`config.mk`:
```
export PLATFORM = sky130hd
export DESIGN_NAME = wcd_top
export DESIGN_NICKNAME = d
export VERILOG_FILES = /design/src/logic/wcd_pkg.sv /design/src/logic/wcd_counter.sv /design/src/logic/wcd_top.sv
export SDC_FILE = /design/constraint.sdc
export NUM_CORES = 1
export LEC_CHECK = 0
export ABC_CLOCK_PERIOD_IN_PS = 4900
export BUFFER_PORTS_ARGS = -buffer_cell sky130_fd_sc_hd__buf_2
export CAP_MARGIN = 0
export CORE_MARGIN = 4
export CORE_UTILIZATION = 56
export CTS_CLUSTER_DIAMETER = 30
export DETAILED_ROUTE_END_ITERATION = 6
export PLACE_DENSITY = 0.82
export SLEW_MARGIN = 20
export SYNTH_ARGS = -nofsm -noshare
export SYNTH_HDL_FRONTEND = slang
export SYNTH_SLANG_ARGS = --single-unit
```
`constraint.sdc`:
```
create_clock -name clk_i -period 4.9 [get_ports clk_i]
set_input_delay 0.735 -clock clk_i [delete_from_list [all_inputs] [get_ports clk_i]]
set_output_delay 0.735 -clock clk_i [all_outputs]
set_load 0.005 [all_outputs]
```
`src/logic/wcd_pkg.sv`:
```
// constants for the watchdog configuration decoder
// Function
// - clock select 000, 001, 010 pick low, tap or secondary oscillator tick.
// - clock select 111 gives clock choice to software; 011-110 are reserved.
// - window select 111/110 fully open; 101..000 open 75 down to 12.5 percent.
// - window select 111 lets software change window freely; fixed codes need keyed access.
// - mode 11 runs always, mode 10 suspends in sleep; software enable ignored.
// - mode 01 follows software enable; mode 00 keeps watchdog off.
// - period codes 0..18 divide by 2^5..2^23; codes 19..30 act as 1:32.
// - period 11111 loads 01011 and stays software writable; others copied and locked.
package wcd_pkg;
  // ==========================================================
  // register indices (byte address is four times the index)
  localparam logic [15:0] CFG_IDX         = 16'h8009;
  localparam logic [15:0] CTRL_IDX        = 16'h8010;
  localparam logic [15:0] STAT_IDX        = 16'h8011;
  localparam logic [15:0] CLEAR_IDX       = 16'h8012;
  localparam logic [15:0] KEY_IDX         = 16'h8013;
  localparam logic [31:0] UNMAPPED_DATA   = 32'h0000_0000;
  localparam logic [7:0]  UNLOCK_KEY      = 8'h5A;

  // ==========================================================
  // configuration word fields
  localparam int CFG_CLK_LSB  = 11;
  localparam int CFG_WIN_LSB  = 8;
  localparam int CFG_MODE_LSB = 5;
  localparam int CFG_PER_LSB  = 0;
  localparam logic [15:0] CFG_FIXED_ONES = 16'hC080; // unimplemented bits read as one

  // ==========================================================
  // runtime control fields
  localparam int CTRL_EN_BIT  = 0;
  localparam int CTRL_PER_LSB = 1;
  localparam int CTRL_WIN_LSB = 8;
  localparam int CTRL_CLK_LSB = 12;

  // status fields
  localparam int STAT_OPEN_BIT    = 0;
  localparam int STAT_RUN_BIT     = 1;
  localparam int STAT_TMO_BIT     = 2;
  localparam int STAT_VIOL_BIT    = 3;
  localparam int STAT_UNLOCK_BIT  = 4;

  // ==========================================================
  // codes
  localparam logic [2:0] CLK_LFOSC    = 3'h0;
  localparam logic [2:0] CLK_MFTAP    = 3'h1;
  localparam logic [2:0] CLK_SECONDARY_CRYSTAL_OSC     = 3'h2;
  localparam logic [2:0] CLK_SOFT     = 3'h7;
  localparam logic [2:0] WIN_SOFT     = 3'h7;
  localparam logic [2:0] WIN_FULL_MIN = 3'h6;
  localparam logic [1:0] MODE_ALWAYS  = 2'h3;
  localparam logic [1:0] MODE_AWAKE   = 2'h2;
  localparam logic [1:0] MODE_SOFT    = 2'h1;
  localparam logic [1:0] MODE_OFF     = 2'h0;
  localparam logic [4:0] PER_SOFT     = 5'h1F;
  localparam logic [4:0] PER_SOFT_DEF = 5'h0B;
  localparam logic [4:0] PER_MAX      = 5'h12;
  localparam logic [4:0] PER_FALLBACK = 5'h00;
  localparam int         PER_BASE_EXP = 5;
  localparam int         CNT_W        = 24;
  localparam logic [3:0] EIGHTHS_ALL  = 4'h8;

  typedef enum logic [1:0] {
    WCD_IDLE  = 2'b00,
    WCD_SETUP = 2'b01,
    WCD_DONE  = 2'b11
  } wcd_apb_t;
endpackage

```
`src/logic/wcd_counter.sv`:
```
// watchdog count, period expiry and window check
`timescale 1ns/1ps
`default_nettype none
module wcd_counter (
  input  wire logic                    clk_i,
  input  wire logic                    rstn_i,
  input  wire logic                    ce_i,
  input  wire logic                    tick_i,
  input  wire logic                    enable_i,
  input  wire logic                    run_i,
  input  wire logic                    clear_i,
  input  wire logic [4:0]              period_i,
  input  wire logic [2:0]              window_i,
  output logic                         window_open_o,
  output logic                         expire_o
);
  logic [wcd_pkg::CNT_W-1:0] count_reg;
  logic [wcd_pkg::CNT_W-1:0] count_next;
  logic [4:0]                eff_period;
  logic [wcd_pkg::CNT_W-1:0] terminal;
  logic [wcd_pkg::CNT_W-1:0] threshold;
  logic [3:0]                open_eighths;

  // ==========================================================
  // decode period and window
  assign eff_period   = (period_i > wcd_pkg::PER_MAX) ? wcd_pkg::PER_FALLBACK : period_i;
  assign terminal     = (wcd_pkg::CNT_W'(1) << (eff_period + 5'(wcd_pkg::PER_BASE_EXP))) - wcd_pkg::CNT_W'(1);
  assign open_eighths = (window_i >= wcd_pkg::WIN_FULL_MIN) ? wcd_pkg::EIGHTHS_ALL
                                                            : 4'({1'b0, window_i} + 4'h1);
  // closed part is (8 - open) eighths of the period
  assign threshold    = wcd_pkg::CNT_W'(wcd_pkg::EIGHTHS_ALL - open_eighths) << (eff_period + 5'h2);
  assign window_open_o = (count_reg >= threshold);
  assign expire_o      = enable_i & run_i & tick_i & (count_reg == terminal);

  // next count: disable or clear restarts, sleep suspension holds
  assign count_next = (!enable_i || clear_i || expire_o) ? '0 :
                      (run_i && tick_i) ? count_reg + wcd_pkg::CNT_W'(1) : count_reg;

  // count register
  always_ff @(posedge clk_i)
  begin
    if (!rstn_i)
      count_reg <= '0;
    else if (ce_i)
      count_reg <= count_next;
  end
endmodule
`default_nettype wire

```
`src/logic/wcd_top.sv`:
```
// watchdog configuration decoder with runtime control over apb
//
// Implementation choice: the APB register port.
`timescale 1ns/1ps
`default_nettype none
module wcd_top (
  input  wire logic        clk_i,
  input  wire logic        rstn_i,
  input  wire logic        ce_i,
  input  wire logic [15:0] nv_config_i,
  input  wire logic [2:0]  ref_tick_i,
  input  wire logic        sleep_i,
  input  wire logic        psel_i,
  input  wire logic        penable_i,
  input  wire logic        pwrite_i,
  input  wire logic [31:0] paddr_i,
  input  wire logic [31:0] pwdata_i,
  output logic [31:0]      prdata_o,
  output logic             pready_o,
  output logic             pslverr_o,
  output logic             wdt_reset_o,
  output logic             wdt_running_o
);
  // ==========================================================
  // configuration fields
  logic [2:0] cfg_clk;
  logic [2:0] cfg_win;
  logic [1:0] cfg_mode;
  logic [4:0] cfg_per;
  logic       per_soft;
  logic       win_soft;
  logic       clk_soft;
  logic [15:0] cfg_view;

  assign cfg_clk  = nv_config_i[wcd_pkg::CFG_CLK_LSB +: 3];
  assign cfg_win  = nv_config_i[wcd_pkg::CFG_WIN_LSB +: 3];
  assign cfg_mode = nv_config_i[wcd_pkg::CFG_MODE_LSB +: 2];
  assign cfg_per  = nv_config_i[wcd_pkg::CFG_PER_LSB +: 5];
  assign per_soft = (cfg_per == wcd_pkg::PER_SOFT);
  assign win_soft = (cfg_win == wcd_pkg::WIN_SOFT);
  assign clk_soft = (cfg_clk == wcd_pkg::CLK_SOFT);
  assign cfg_view = nv_config_i | wcd_pkg::CFG_FIXED_ONES;

  // ==========================================================
  // runtime state
  logic       en_reg;
  logic [4:0] per_reg;
  logic [2:0] win_reg;
  logic [2:0] clk_reg;
  logic       unlock_reg;
  logic       tmo_reg;
  logic       viol_reg;
  logic       rst_reg;
  logic       running_reg;
  logic       ready_reg;
  logic       err_reg;
  logic [31:0] rdata_reg;
  wcd_pkg::wcd_apb_t apb_reg;

  // ==========================================================
  // apb decode
  logic        addr_ok;
  logic [15:0] idx;
  logic        hit_cfg;
  logic        hit_ctrl;
  logic        hit_stat;
  logic        hit_clear;
  logic        hit_key;
  logic        mapped;
  logic        setup;
  logic        access;
  logic        wr_ctrl;
  logic        wr_clear;
  logic        wr_key;
  logic        wr_stat;
  logic        bad;
  logic [31:0] rd_mux;

  assign idx       = paddr_i[17:2];
  assign addr_ok   = (paddr_i[31:18] == 14'h0000) && (paddr_i[1:0] == 2'h0);
  assign hit_cfg   = addr_ok && (idx == wcd_pkg::CFG_IDX);
  assign hit_ctrl  = addr_ok && (idx == wcd_pkg::CTRL_IDX);
  assign hit_stat  = addr_ok && (idx == wcd_pkg::STAT_IDX);
  assign hit_clear = addr_ok && (idx == wcd_pkg::CLEAR_IDX);
  assign hit_key   = addr_ok && (idx == wcd_pkg::KEY_IDX);
  assign mapped    = hit_cfg | hit_ctrl | hit_stat | hit_clear | hit_key;
  assign setup     = psel_i & ~penable_i;
  assign access    = psel_i & penable_i & ready_reg;
  assign wr_ctrl   = access & pwrite_i & hit_ctrl;
  assign wr_clear  = access & pwrite_i & hit_clear;
  assign wr_key    = access & pwrite_i & hit_key;
  assign wr_stat   = access & pwrite_i & hit_stat;
  // unmapped addresses and writes to the fixed configuration word are errors
  assign bad       = ~mapped | (pwrite_i & hit_cfg);

  // ==========================================================
  // counter status and read mux
  logic       win_open;
  logic       expire;
  logic [31:0] stat_view;
  logic [31:0] ctrl_view;

  assign ctrl_view = {16'h0000, 1'b0, clk_reg, 1'b0, win_reg, 2'h0, per_reg, en_reg};
  assign stat_view = {27'h000_0000, unlock_reg, viol_reg, tmo_reg, running_reg, win_open};
  assign rd_mux    = hit_cfg  ? {16'h0000, cfg_view} :
                     hit_ctrl ? ctrl_view :
                     hit_stat ? stat_view : wcd_pkg::UNMAPPED_DATA;

  // ==========================================================
  // run decision and clock choice
  logic       enable;
  logic       run;
  logic [2:0] clk_eff;
  logic       tick;
  logic       clk_valid;

  // mode 11 always, 10 awake only, 01 software bit, 00 off
  assign enable = (cfg_mode == wcd_pkg::MODE_ALWAYS) | (cfg_mode == wcd_pkg::MODE_AWAKE) |
                  ((cfg_mode == wcd_pkg::MODE_SOFT) & en_reg);
  assign run    = enable & ~((cfg_mode == wcd_pkg::MODE_AWAKE) & sleep_i);
  assign clk_eff   = clk_soft ? clk_reg : cfg_clk;
  // reserved codes select no clock, so the count stands still
  assign clk_valid = (clk_eff == wcd_pkg::CLK_LFOSC) | (clk_eff == wcd_pkg::CLK_MFTAP) |
                     (clk_eff == wcd_pkg::CLK_SECONDARY_CRYSTAL_OSC);
  assign tick      = clk_valid & ref_tick_i[clk_eff[1:0]];

  // ==========================================================
  // runtime control next values
  logic       ctrl_win_ok;
  logic [4:0] per_next;
  logic [2:0] win_next;
  logic [2:0] clk_next;
  logic       en_next;
  logic       unlock_next;
  logic       clear_req;
  logic       viol_evt;

  assign ctrl_win_ok = win_soft | unlock_reg;
  assign en_next   = wr_ctrl ? pwdata_i[wcd_pkg::CTRL_EN_BIT] : en_reg;
  assign per_next  = (wr_ctrl && per_soft) ? pwdata_i[wcd_pkg::CTRL_PER_LSB +: 5] : per_reg;
  assign win_next  = (wr_ctrl && ctrl_win_ok) ? pwdata_i[wcd_pkg::CTRL_WIN_LSB +: 3] : win_reg;
  assign clk_next  = (wr_ctrl && clk_soft) ? pwdata_i[wcd_pkg::CTRL_CLK_LSB +: 3] : clk_reg;
  // a key arms one window write; any control write uses it up
  assign unlock_next = wr_key ? (pwdata_i[7:0] == wcd_pkg::UNLOCK_KEY) :
                       wr_ctrl ? 1'b0 : unlock_reg;
  assign clear_req = wr_clear & enable;
  assign viol_evt  = clear_req & ~win_open;

  wcd_counter u_counter (
    .clk_i         (clk_i),
    .rstn_i        (rstn_i),
    .ce_i          (ce_i),
    .tick_i        (tick),
    .enable_i      (enable),
    .run_i         (run),
    .clear_i       (clear_req),
    .period_i      (per_reg),
    .window_i      (win_reg),
    .window_open_o (win_open),
    .expire_o      (expire)
  );

  // ==========================================================
  // runtime control registers; reset loads period and window from configuration, zeroes the rest
  always_ff @(posedge clk_i)
  begin
    if (!rstn_i)
    begin
      en_reg     <= 1'b0;
      per_reg    <= per_soft ? wcd_pkg::PER_SOFT_DEF : cfg_per;
      win_reg    <= cfg_win;
      clk_reg    <= wcd_pkg::CLK_LFOSC;
      unlock_reg <= 1'b0;
    end
    else if (ce_i)
    begin
      en_reg     <= en_next;
      per_reg    <= per_next;
      win_reg    <= win_next;
      clk_reg    <= clk_next;
      unlock_reg <= unlock_next;
    end
  end

  // ==========================================================
  // sticky causes: a new event wins over a write-one clear
  always_ff @(posedge clk_i)
  begin
    if (!rstn_i)
    begin
      tmo_reg  <= 1'b0;
      viol_reg <= 1'b0;
    end
    else if (ce_i)
    begin
      tmo_reg  <= expire | (tmo_reg & ~(wr_stat & pwdata_i[wcd_pkg::STAT_TMO_BIT]));
      viol_reg <= viol_evt | (viol_reg & ~(wr_stat & pwdata_i[wcd_pkg::STAT_VIOL_BIT]));
    end
  end

  // reset request pulse and running flag
  always_ff @(posedge clk_i)
  begin
    if (!rstn_i)
    begin
      rst_reg     <= 1'b0;
      running_reg <= 1'b0;
    end
    else if (ce_i)
    begin
      rst_reg     <= expire | viol_evt;
      running_reg <= run;
    end
  end

  // ==========================================================
  // apb slave: ready in the first access cycle
  always_ff @(posedge clk_i)
  begin
    if (!rstn_i)
    begin
      apb_reg   <= wcd_pkg::WCD_IDLE;
      ready_reg <= 1'b0;
      err_reg   <= 1'b0;
      rdata_reg <= 32'h0000_0000;
    end
    else if (ce_i)
    begin
      case (apb_reg)
        wcd_pkg::WCD_IDLE:
        begin
          if (setup)
          begin
            apb_reg   <= wcd_pkg::WCD_SETUP;
            ready_reg <= 1'b1;
            err_reg   <= bad;
            rdata_reg <= pwrite_i ? 32'h0000_0000 : rd_mux;
          end
        end
        wcd_pkg::WCD_SETUP:
        begin
          if (access)
          begin
            apb_reg   <= wcd_pkg::WCD_DONE;
            ready_reg <= 1'b0;
            err_reg   <= 1'b0;
          end
        end
        wcd_pkg::WCD_DONE:
        begin
          apb_reg   <= wcd_pkg::WCD_IDLE;
          ready_reg <= 1'b0;
          if (setup)
          begin
            apb_reg   <= wcd_pkg::WCD_SETUP;
            ready_reg <= 1'b1;
            err_reg   <= bad;
            rdata_reg <= pwrite_i ? 32'h0000_0000 : rd_mux;
          end
        end
        default:
        begin
          apb_reg   <= wcd_pkg::WCD_IDLE;
          ready_reg <= 1'b0;
          err_reg   <= 1'b0;
        end
      endcase
    end
  end

  // outputs straight from flip-flops
  assign prdata_o      = rdata_reg;
  assign pready_o      = ready_reg;
  assign pslverr_o     = err_reg;
  assign wdt_reset_o   = rst_reg;
  assign wdt_running_o = running_reg;
endmodule
`default_nettype wire

```
==> results_dict.tcl, run 1 <==
set metrics [dict create \
    outcome "complete, no violations" \
    antenna_found_initial 0 \
    worstPathArrival_ns 4.73 \
    hold_viol 0 \
    finalCritPeriodShare 0.922 \
    peakVddDrop_mv 0.280 \
    rsz0062_at_grt "false" \
    synth.distinct_cells 77 \
    synth_area_um2 5780 \
    reg2reg_depth 16 \
    numClockSinks 60 \
    grt_usage 0.295 \
    ys_ff_latch 60 \
    synth_top_area_frac 0.180 \
    clk_pin_slew_ns 0.08 \
    crit_buf_inv 3 \
    synth_edf_count 8 \
    worst_slack_ns 0.382 \
    synth.avg_cell_area_um2 7.77 \
    setup_violations 0 \
    die_area_um2 12000 \
    hold_path_class "reg -> reg" \
    grt_overflow_total 0 \
    drtPass1Iterations 6 \
    ctsHoldBuffers 0 \
    rows 36 \
    final_area_um2 6480 \
    cts_tree "built" \
    layout-drive-gt1-share 0.205 \
    path_common_cell "nand2_1" \
    drv_slew 0 \
    cp_max_fo 22 \
    io_pins 126 \
    crit_path_end_kind "register" \
    post-synth-top-count-cell "nand2_1" \
    grt_pass1_vias 5743 \
    wl_met2_um 8530 \
    postRouteAntennaNets 0 \
    powerDensity_nw_per_um2 231 \
    grt_max_degree 46 \
    io_buffers 88 \
    die_h_um 110 \
    fp.dieW_um 110 \
    tightest_slew_ns 1.06 \
    clock_skew_ns 0.0119 \
    fmax_mhz 221 \
    largest_reg_flops 24 \
    min_to "pready_o" \
    clock-root-buffer "clkbuf_8" \
    critPathLaunchType "register" \
    path_cells "or3_1 -> nand2_1 -> nand2_1 -> inv_1 -> ha_1 -> buf_4 -> nand2_1 -> a31o_2 -> nor2_1 -> xnor2_1 -> o211ai_1 -> or4_4 -> nor4_4 -> a2bb2oi_2 -> buf_12 -> a311oi_1" \
    r2r_end "u_counter.count_reg[16]" \
    diodes 0 \
    fill_cells 865 \
    numCtsBuffers 9 \
    grt_pass1_wl_um 27900 \
    crit_family "simple AND/OR/NAND/NOR gates" \
    wire_per_inst_um 18.1 \
    drv_cap 0 \
    nNetsFinal 940 \
    dpl.cell_count 938 \
    ff2ff_setup_slack_ns 0.38 \
    postPlaceCellArea_um2 6270 \
    max_stage_delay_ns 0.53 \
    drt-total-wl_um 17200 \
    vias_per_cell 6.29 \
    synthTopCellsByArea "dfxtp_1 (18%), ha_1 (7.4%), edfxtp_1 (4.2%)" \
    r2r-start "per_reg[2]" \
    met3_length_um 1360 \
    clock_latency_ns 0.36 \
    synth_top_area_cell "dfxtp_1" \
    synth_common_cells "nand2_1 (62), dfxtp_1 (52), nor2_1 (47)" \
    critPathKind "reg -> reg" \
    multi_input_comb_area_um2 4180 \
    place_ws_ns 0.447 \
    gp_congestion 0.989 \
    slew_headroom 0.286 \
    stdcell_count 954 \
    core_area_um2 9910 \
    hold_start "pready_o" \
    register_area_um2 1280 \
    whs_path_depth 2 \
    start_util 0.583 \
    dp_hpwl_um 13500 \
    synthCells 744 \
    h-tree-depth 3 \
    synthFlopType "dfxtp_1" \
    drt-met1-wl_um 6780 \
    cp_slowest_cell "or4_4" \
    route.detailed.drc 0 \
    dr.max_layer_used "met4" \
    synth-async-reset-ratio 0 \
    worst_ep_required_time_ns 5.11 \
    clockBufferDepth 2 \
    yosysWarnings 0 \
    vias 6005 \
    fin_setup_tns_ns 0 \
    drt-initial-drc-count 536 \
    final.min_clock_period_ns 4.52 \
    synth-seq-area-share 0.222 \
    syn2layout_area_growth_pct 12.1 \
    leakagePower_nw 2.65 \
]
==> stage by stage <==
step	hold WS, ns	power, mW	utilization
final	0.513	1.49	0.654
after CTS	0.508	1.49	0.653
after detailed placement	0.470	1.04	0.633
after global routing	0.527	1.58	0.654
after floorplan	0.441	0.902	-
after global placement	0.460	1.02	0.633
==> cells in the final DEF, fill, tap and decap left out, types with 7 or more instances in the layout <==
cell type and n:
mux2i_1 15, nor2_2 20, nor2b_1 32, xor2_1 26
o21ai_0 35, nor3_1 18, o31ai_1 7, xnor2_1 24
and2_1 11, dfxtp_1 52, a222oi_1 7, or2_2 7
nand3_1 21, mux2_2 8, a21oi_1 38, o21a_1 8
conb_1 17, nand2_1 62, nand2b_1 16, edfxtp_1 8
and3_1 7, nor4_1 16, a22oi_1 8, buf_2 88
clkbuf_8 9, nor2_1 47, and4_1 8, buf_4 16
inv_1 20, nand4_1 16, ha_1 34
==> tightest hold or removal path, cell delays in order, from the launching register on <==
cell      delay, ns
dfxtp_1        0.33
nand2_1        0.06
a21boi_0       0.07
==> final cells by class <==
class,instances,area share
clock buffers,9,0.0191
clock inverters,7,0.0118
inverters,21,0.0122
multi-input cells,619,0.644
flip-flops and latches,60,0.198
well taps,133,0.0257
repair buffers,105,0.0896
==> kinds of logic after synthesis <==
family	after synthesis	synth area share
and+or+nand+nor	315	0.303
AOI/OAI and AO/OA	179	0.214
buffers and inverters	80	0.0673
DFF	60	0.222
xor gates and xnor gates	51	0.0773
adders and majority gates	34	0.0736
muxes	23	0.0415
other	2	0.00130
==> how the worst max path moves through the flow <==
stage                          start                      end  slack [ns]  cells past startpoint
final                     per_reg[2]  u_counter.count_reg[16]        0.38                     16
after global routing      per_reg[2]              wdt_reset_o        0.09                     19
after CTS                 per_reg[2]              prdata_o[0]        0.39                     19
after detailed placement  per_reg[2]              prdata_o[0]        0.45                     19
after global placement    per_reg[2]              prdata_o[0]        0.53                     19
after floorplan           per_reg[4]   u_counter.count_reg[8]        0.49                     21
==> routing by layer <==
metal  vias up  track usage
met5         -            0
met4         0        0.102
met3        44       0.0552
met2       327        0.527
met1      2783        0.353
li1       2851            -
==> report_power, final <==
group | internal [mW] | switching, mW
clock network | 0.237 | 0.219
registers | 0.509 | 0.00988
logic | 0.202 | 0.318
==> what timing repair did <==
action                                 4_1_cts  5_1_grt
gates resized for setup                      0        2
endpoints found under the hold margin        0        0
setup buffers                                0        0
setup endpoints to repair                    0        3
Power figures use the tool's default switching activity.
==> inputs of run 2 (changes only) <==
==> constraint.sdc (replaced) <==
create_clock -name clk_i -period 4.9 [get_ports clk_i]
set_input_delay 0.49 -clock clk_i [delete_from_list [all_inputs] [get_ports clk_i]]
set_output_delay 0.49 -clock clk_i [all_outputs]
set_load 0.005 [all_outputs]
==> results_dict.tcl, run 2 (synthesis results as in run 1) <==
set metrics [dict create \
    outcome "complete, no violations" \
    power_mw 1.53 \
    hold_viol 0 \
    drtPass1Iterations 5 \
    clk_pin_slew_ns 0.07 \
    diodes 0 \
    slew_headroom 0.288 \
    antenna_found_initial 0 \
    postPlaceCellArea_um2 6250 \
    fill_cells 842 \
    fp.dieW_um 110 \
    worst_slack_ns 0.395 \
    final_cell_mix "buf_2 (88), nand2_1 (62), dfxtp_1 (52), nor2_1 (47), a21oi_1 (38)" \
    cts_setup_buffers 0 \
    tightest_slew_ns 1.06 \
    mostFrequentLayoutCell "buf_2" \
    ctsHoldBuffers 0 \
    nNetsFinal 937 \
    clock_latency_ns 0.35 \
    syn2layout_area_growth_pct 12.0 \
    leakagePower_nw 2.64 \
    post_cts_resized 0 \
    critPathKind "reg -> reg" \
    vias_per_cell 6.26 \
    io_pins 126 \
    numClockSinks 60 \
    grt_usage 0.295 \
    drv_slew 0 \
    fmax_mhz 222 \
    rsz0062_at_grt "false" \
    hold_path_class "in -> reg" \
    finalCritPeriodShare 0.919 \
    grt_pass1_vias 5877 \
    final.min_clock_period_ns 4.50 \
    start_util 0.583 \
    die_area_um2 12000 \
    max_stage_delay_ns 0.55 \
    route.detailed.drc 0 \
    cp_slowest_cell "ha_1" \
    path_cells "or3_1 -> nand2_1 -> nand2_1 -> inv_1 -> ha_1 -> inv_1 -> o21ai_0 -> o21ai_0 -> ha_1 -> nand4_1 -> nor2_1 -> nand2_1 -> o21ai_0 -> a31oi_1 -> o311a_1 -> or3b_2 -> a21oi_1 -> o21a_1" \
    peakVddDrop_mv 0.189 \
    cp_max_fo 20 \
    cts_tree "built" \
    setup_violations 0 \
    crit_family "simple AND/OR/NAND/NOR gates" \
    multi_input_comb_area_um2 4180 \
    worst_ep_required_time_ns 5.19 \
    place_ws_ns 0.358 \
    numCtsBuffers 9 \
    drt-total-wl_um 16900 \
    stdcell_count 951 \
    h-tree-depth 3 \
    critPathLaunchType "register" \
    drt-initial-drc-count 442 \
    die_h_um 110 \
    fin_util 0.654 \
    clockBufferDepth 2 \
    hold_slack_ns 0.391 \
    crit_path_end_kind "register" \
    grt_pass1_wl_um 28200 \
    layout-drive-gt1-share 0.200 \
    dp_hpwl_um 13300 \
    final_area_um2 6480 \
    core_area_um2 9910 \
    postRouteAntennaNets 0 \
    io_buffers 88 \
    clock-root-buffer "clkbuf_8" \
    powerDensity_nw_per_um2 236 \
    gp_congestion 0.970 \
    dpl.cell_count 935 \
    vias 5950 \
    crit_buf_inv 2 \
    wire_per_inst_um 17.8 \
    largest_reg_flops 24 \
    clock_skew_ns 0.0108 \
    rows 36 \
    grt_overflow_total 0 \
    register_area_um2 1280 \
    worstPathArrival_ns 4.80 \
    grt_max_degree 46 \
    fin_setup_tns_ns 0 \
    drv_cap 0 \
]
==> run 2: final timing paths <==
check,slack [ns],cells past startpoint,end,from
max,0.40,18,prdata_o[0],per_reg[2]
min,0.39,3,clk_reg[0],pwdata_i[12]
max reg2reg,0.40,18,prdata_o[0],per_reg[2]
min reg2reg,0.47,2,tmo_reg,tmo_reg
==> run 2: metal layers <==
| layer | up-vias | part of all wire | track usage |
|---|---|---|---|
| li1 | 2851 | - | - |
| met3 | 46 | 0.073 | 0.0505 |
| met4 | 0 | 0.030 | 0.106 |
| met2 | 274 | 0.49 | 0.524 |
| met5 | - | 0 | 0 |
| met1 | 2779 | 0.40 | 0.358 |
==> run 2: cell type report <==
class                      count  area share
multi-input combinational    619       0.645
inverter                      21      0.0122
tap                          133      0.0257
clock buffer                  10      0.0197
clock inverter                 6      0.0137
timing repair buffer         102      0.0862
sequential                    60       0.198
==> run 2: power breakdown <==
group | switching (mW) | internal, mW
sequential | 0.0107 | 0.509
clock | 0.206 | 0.286
combinational | 0.317 | 0.199
==> run 2: tightest hold or removal path: cells and delay by family <==
| family | cells | cell delay (ns) |
|---|---|---|
| muxes | 1 | 0.05 |
| and+or+nand+nor | 1 | 0.09 |
| buffers and inverters | 1 | 0.08 |
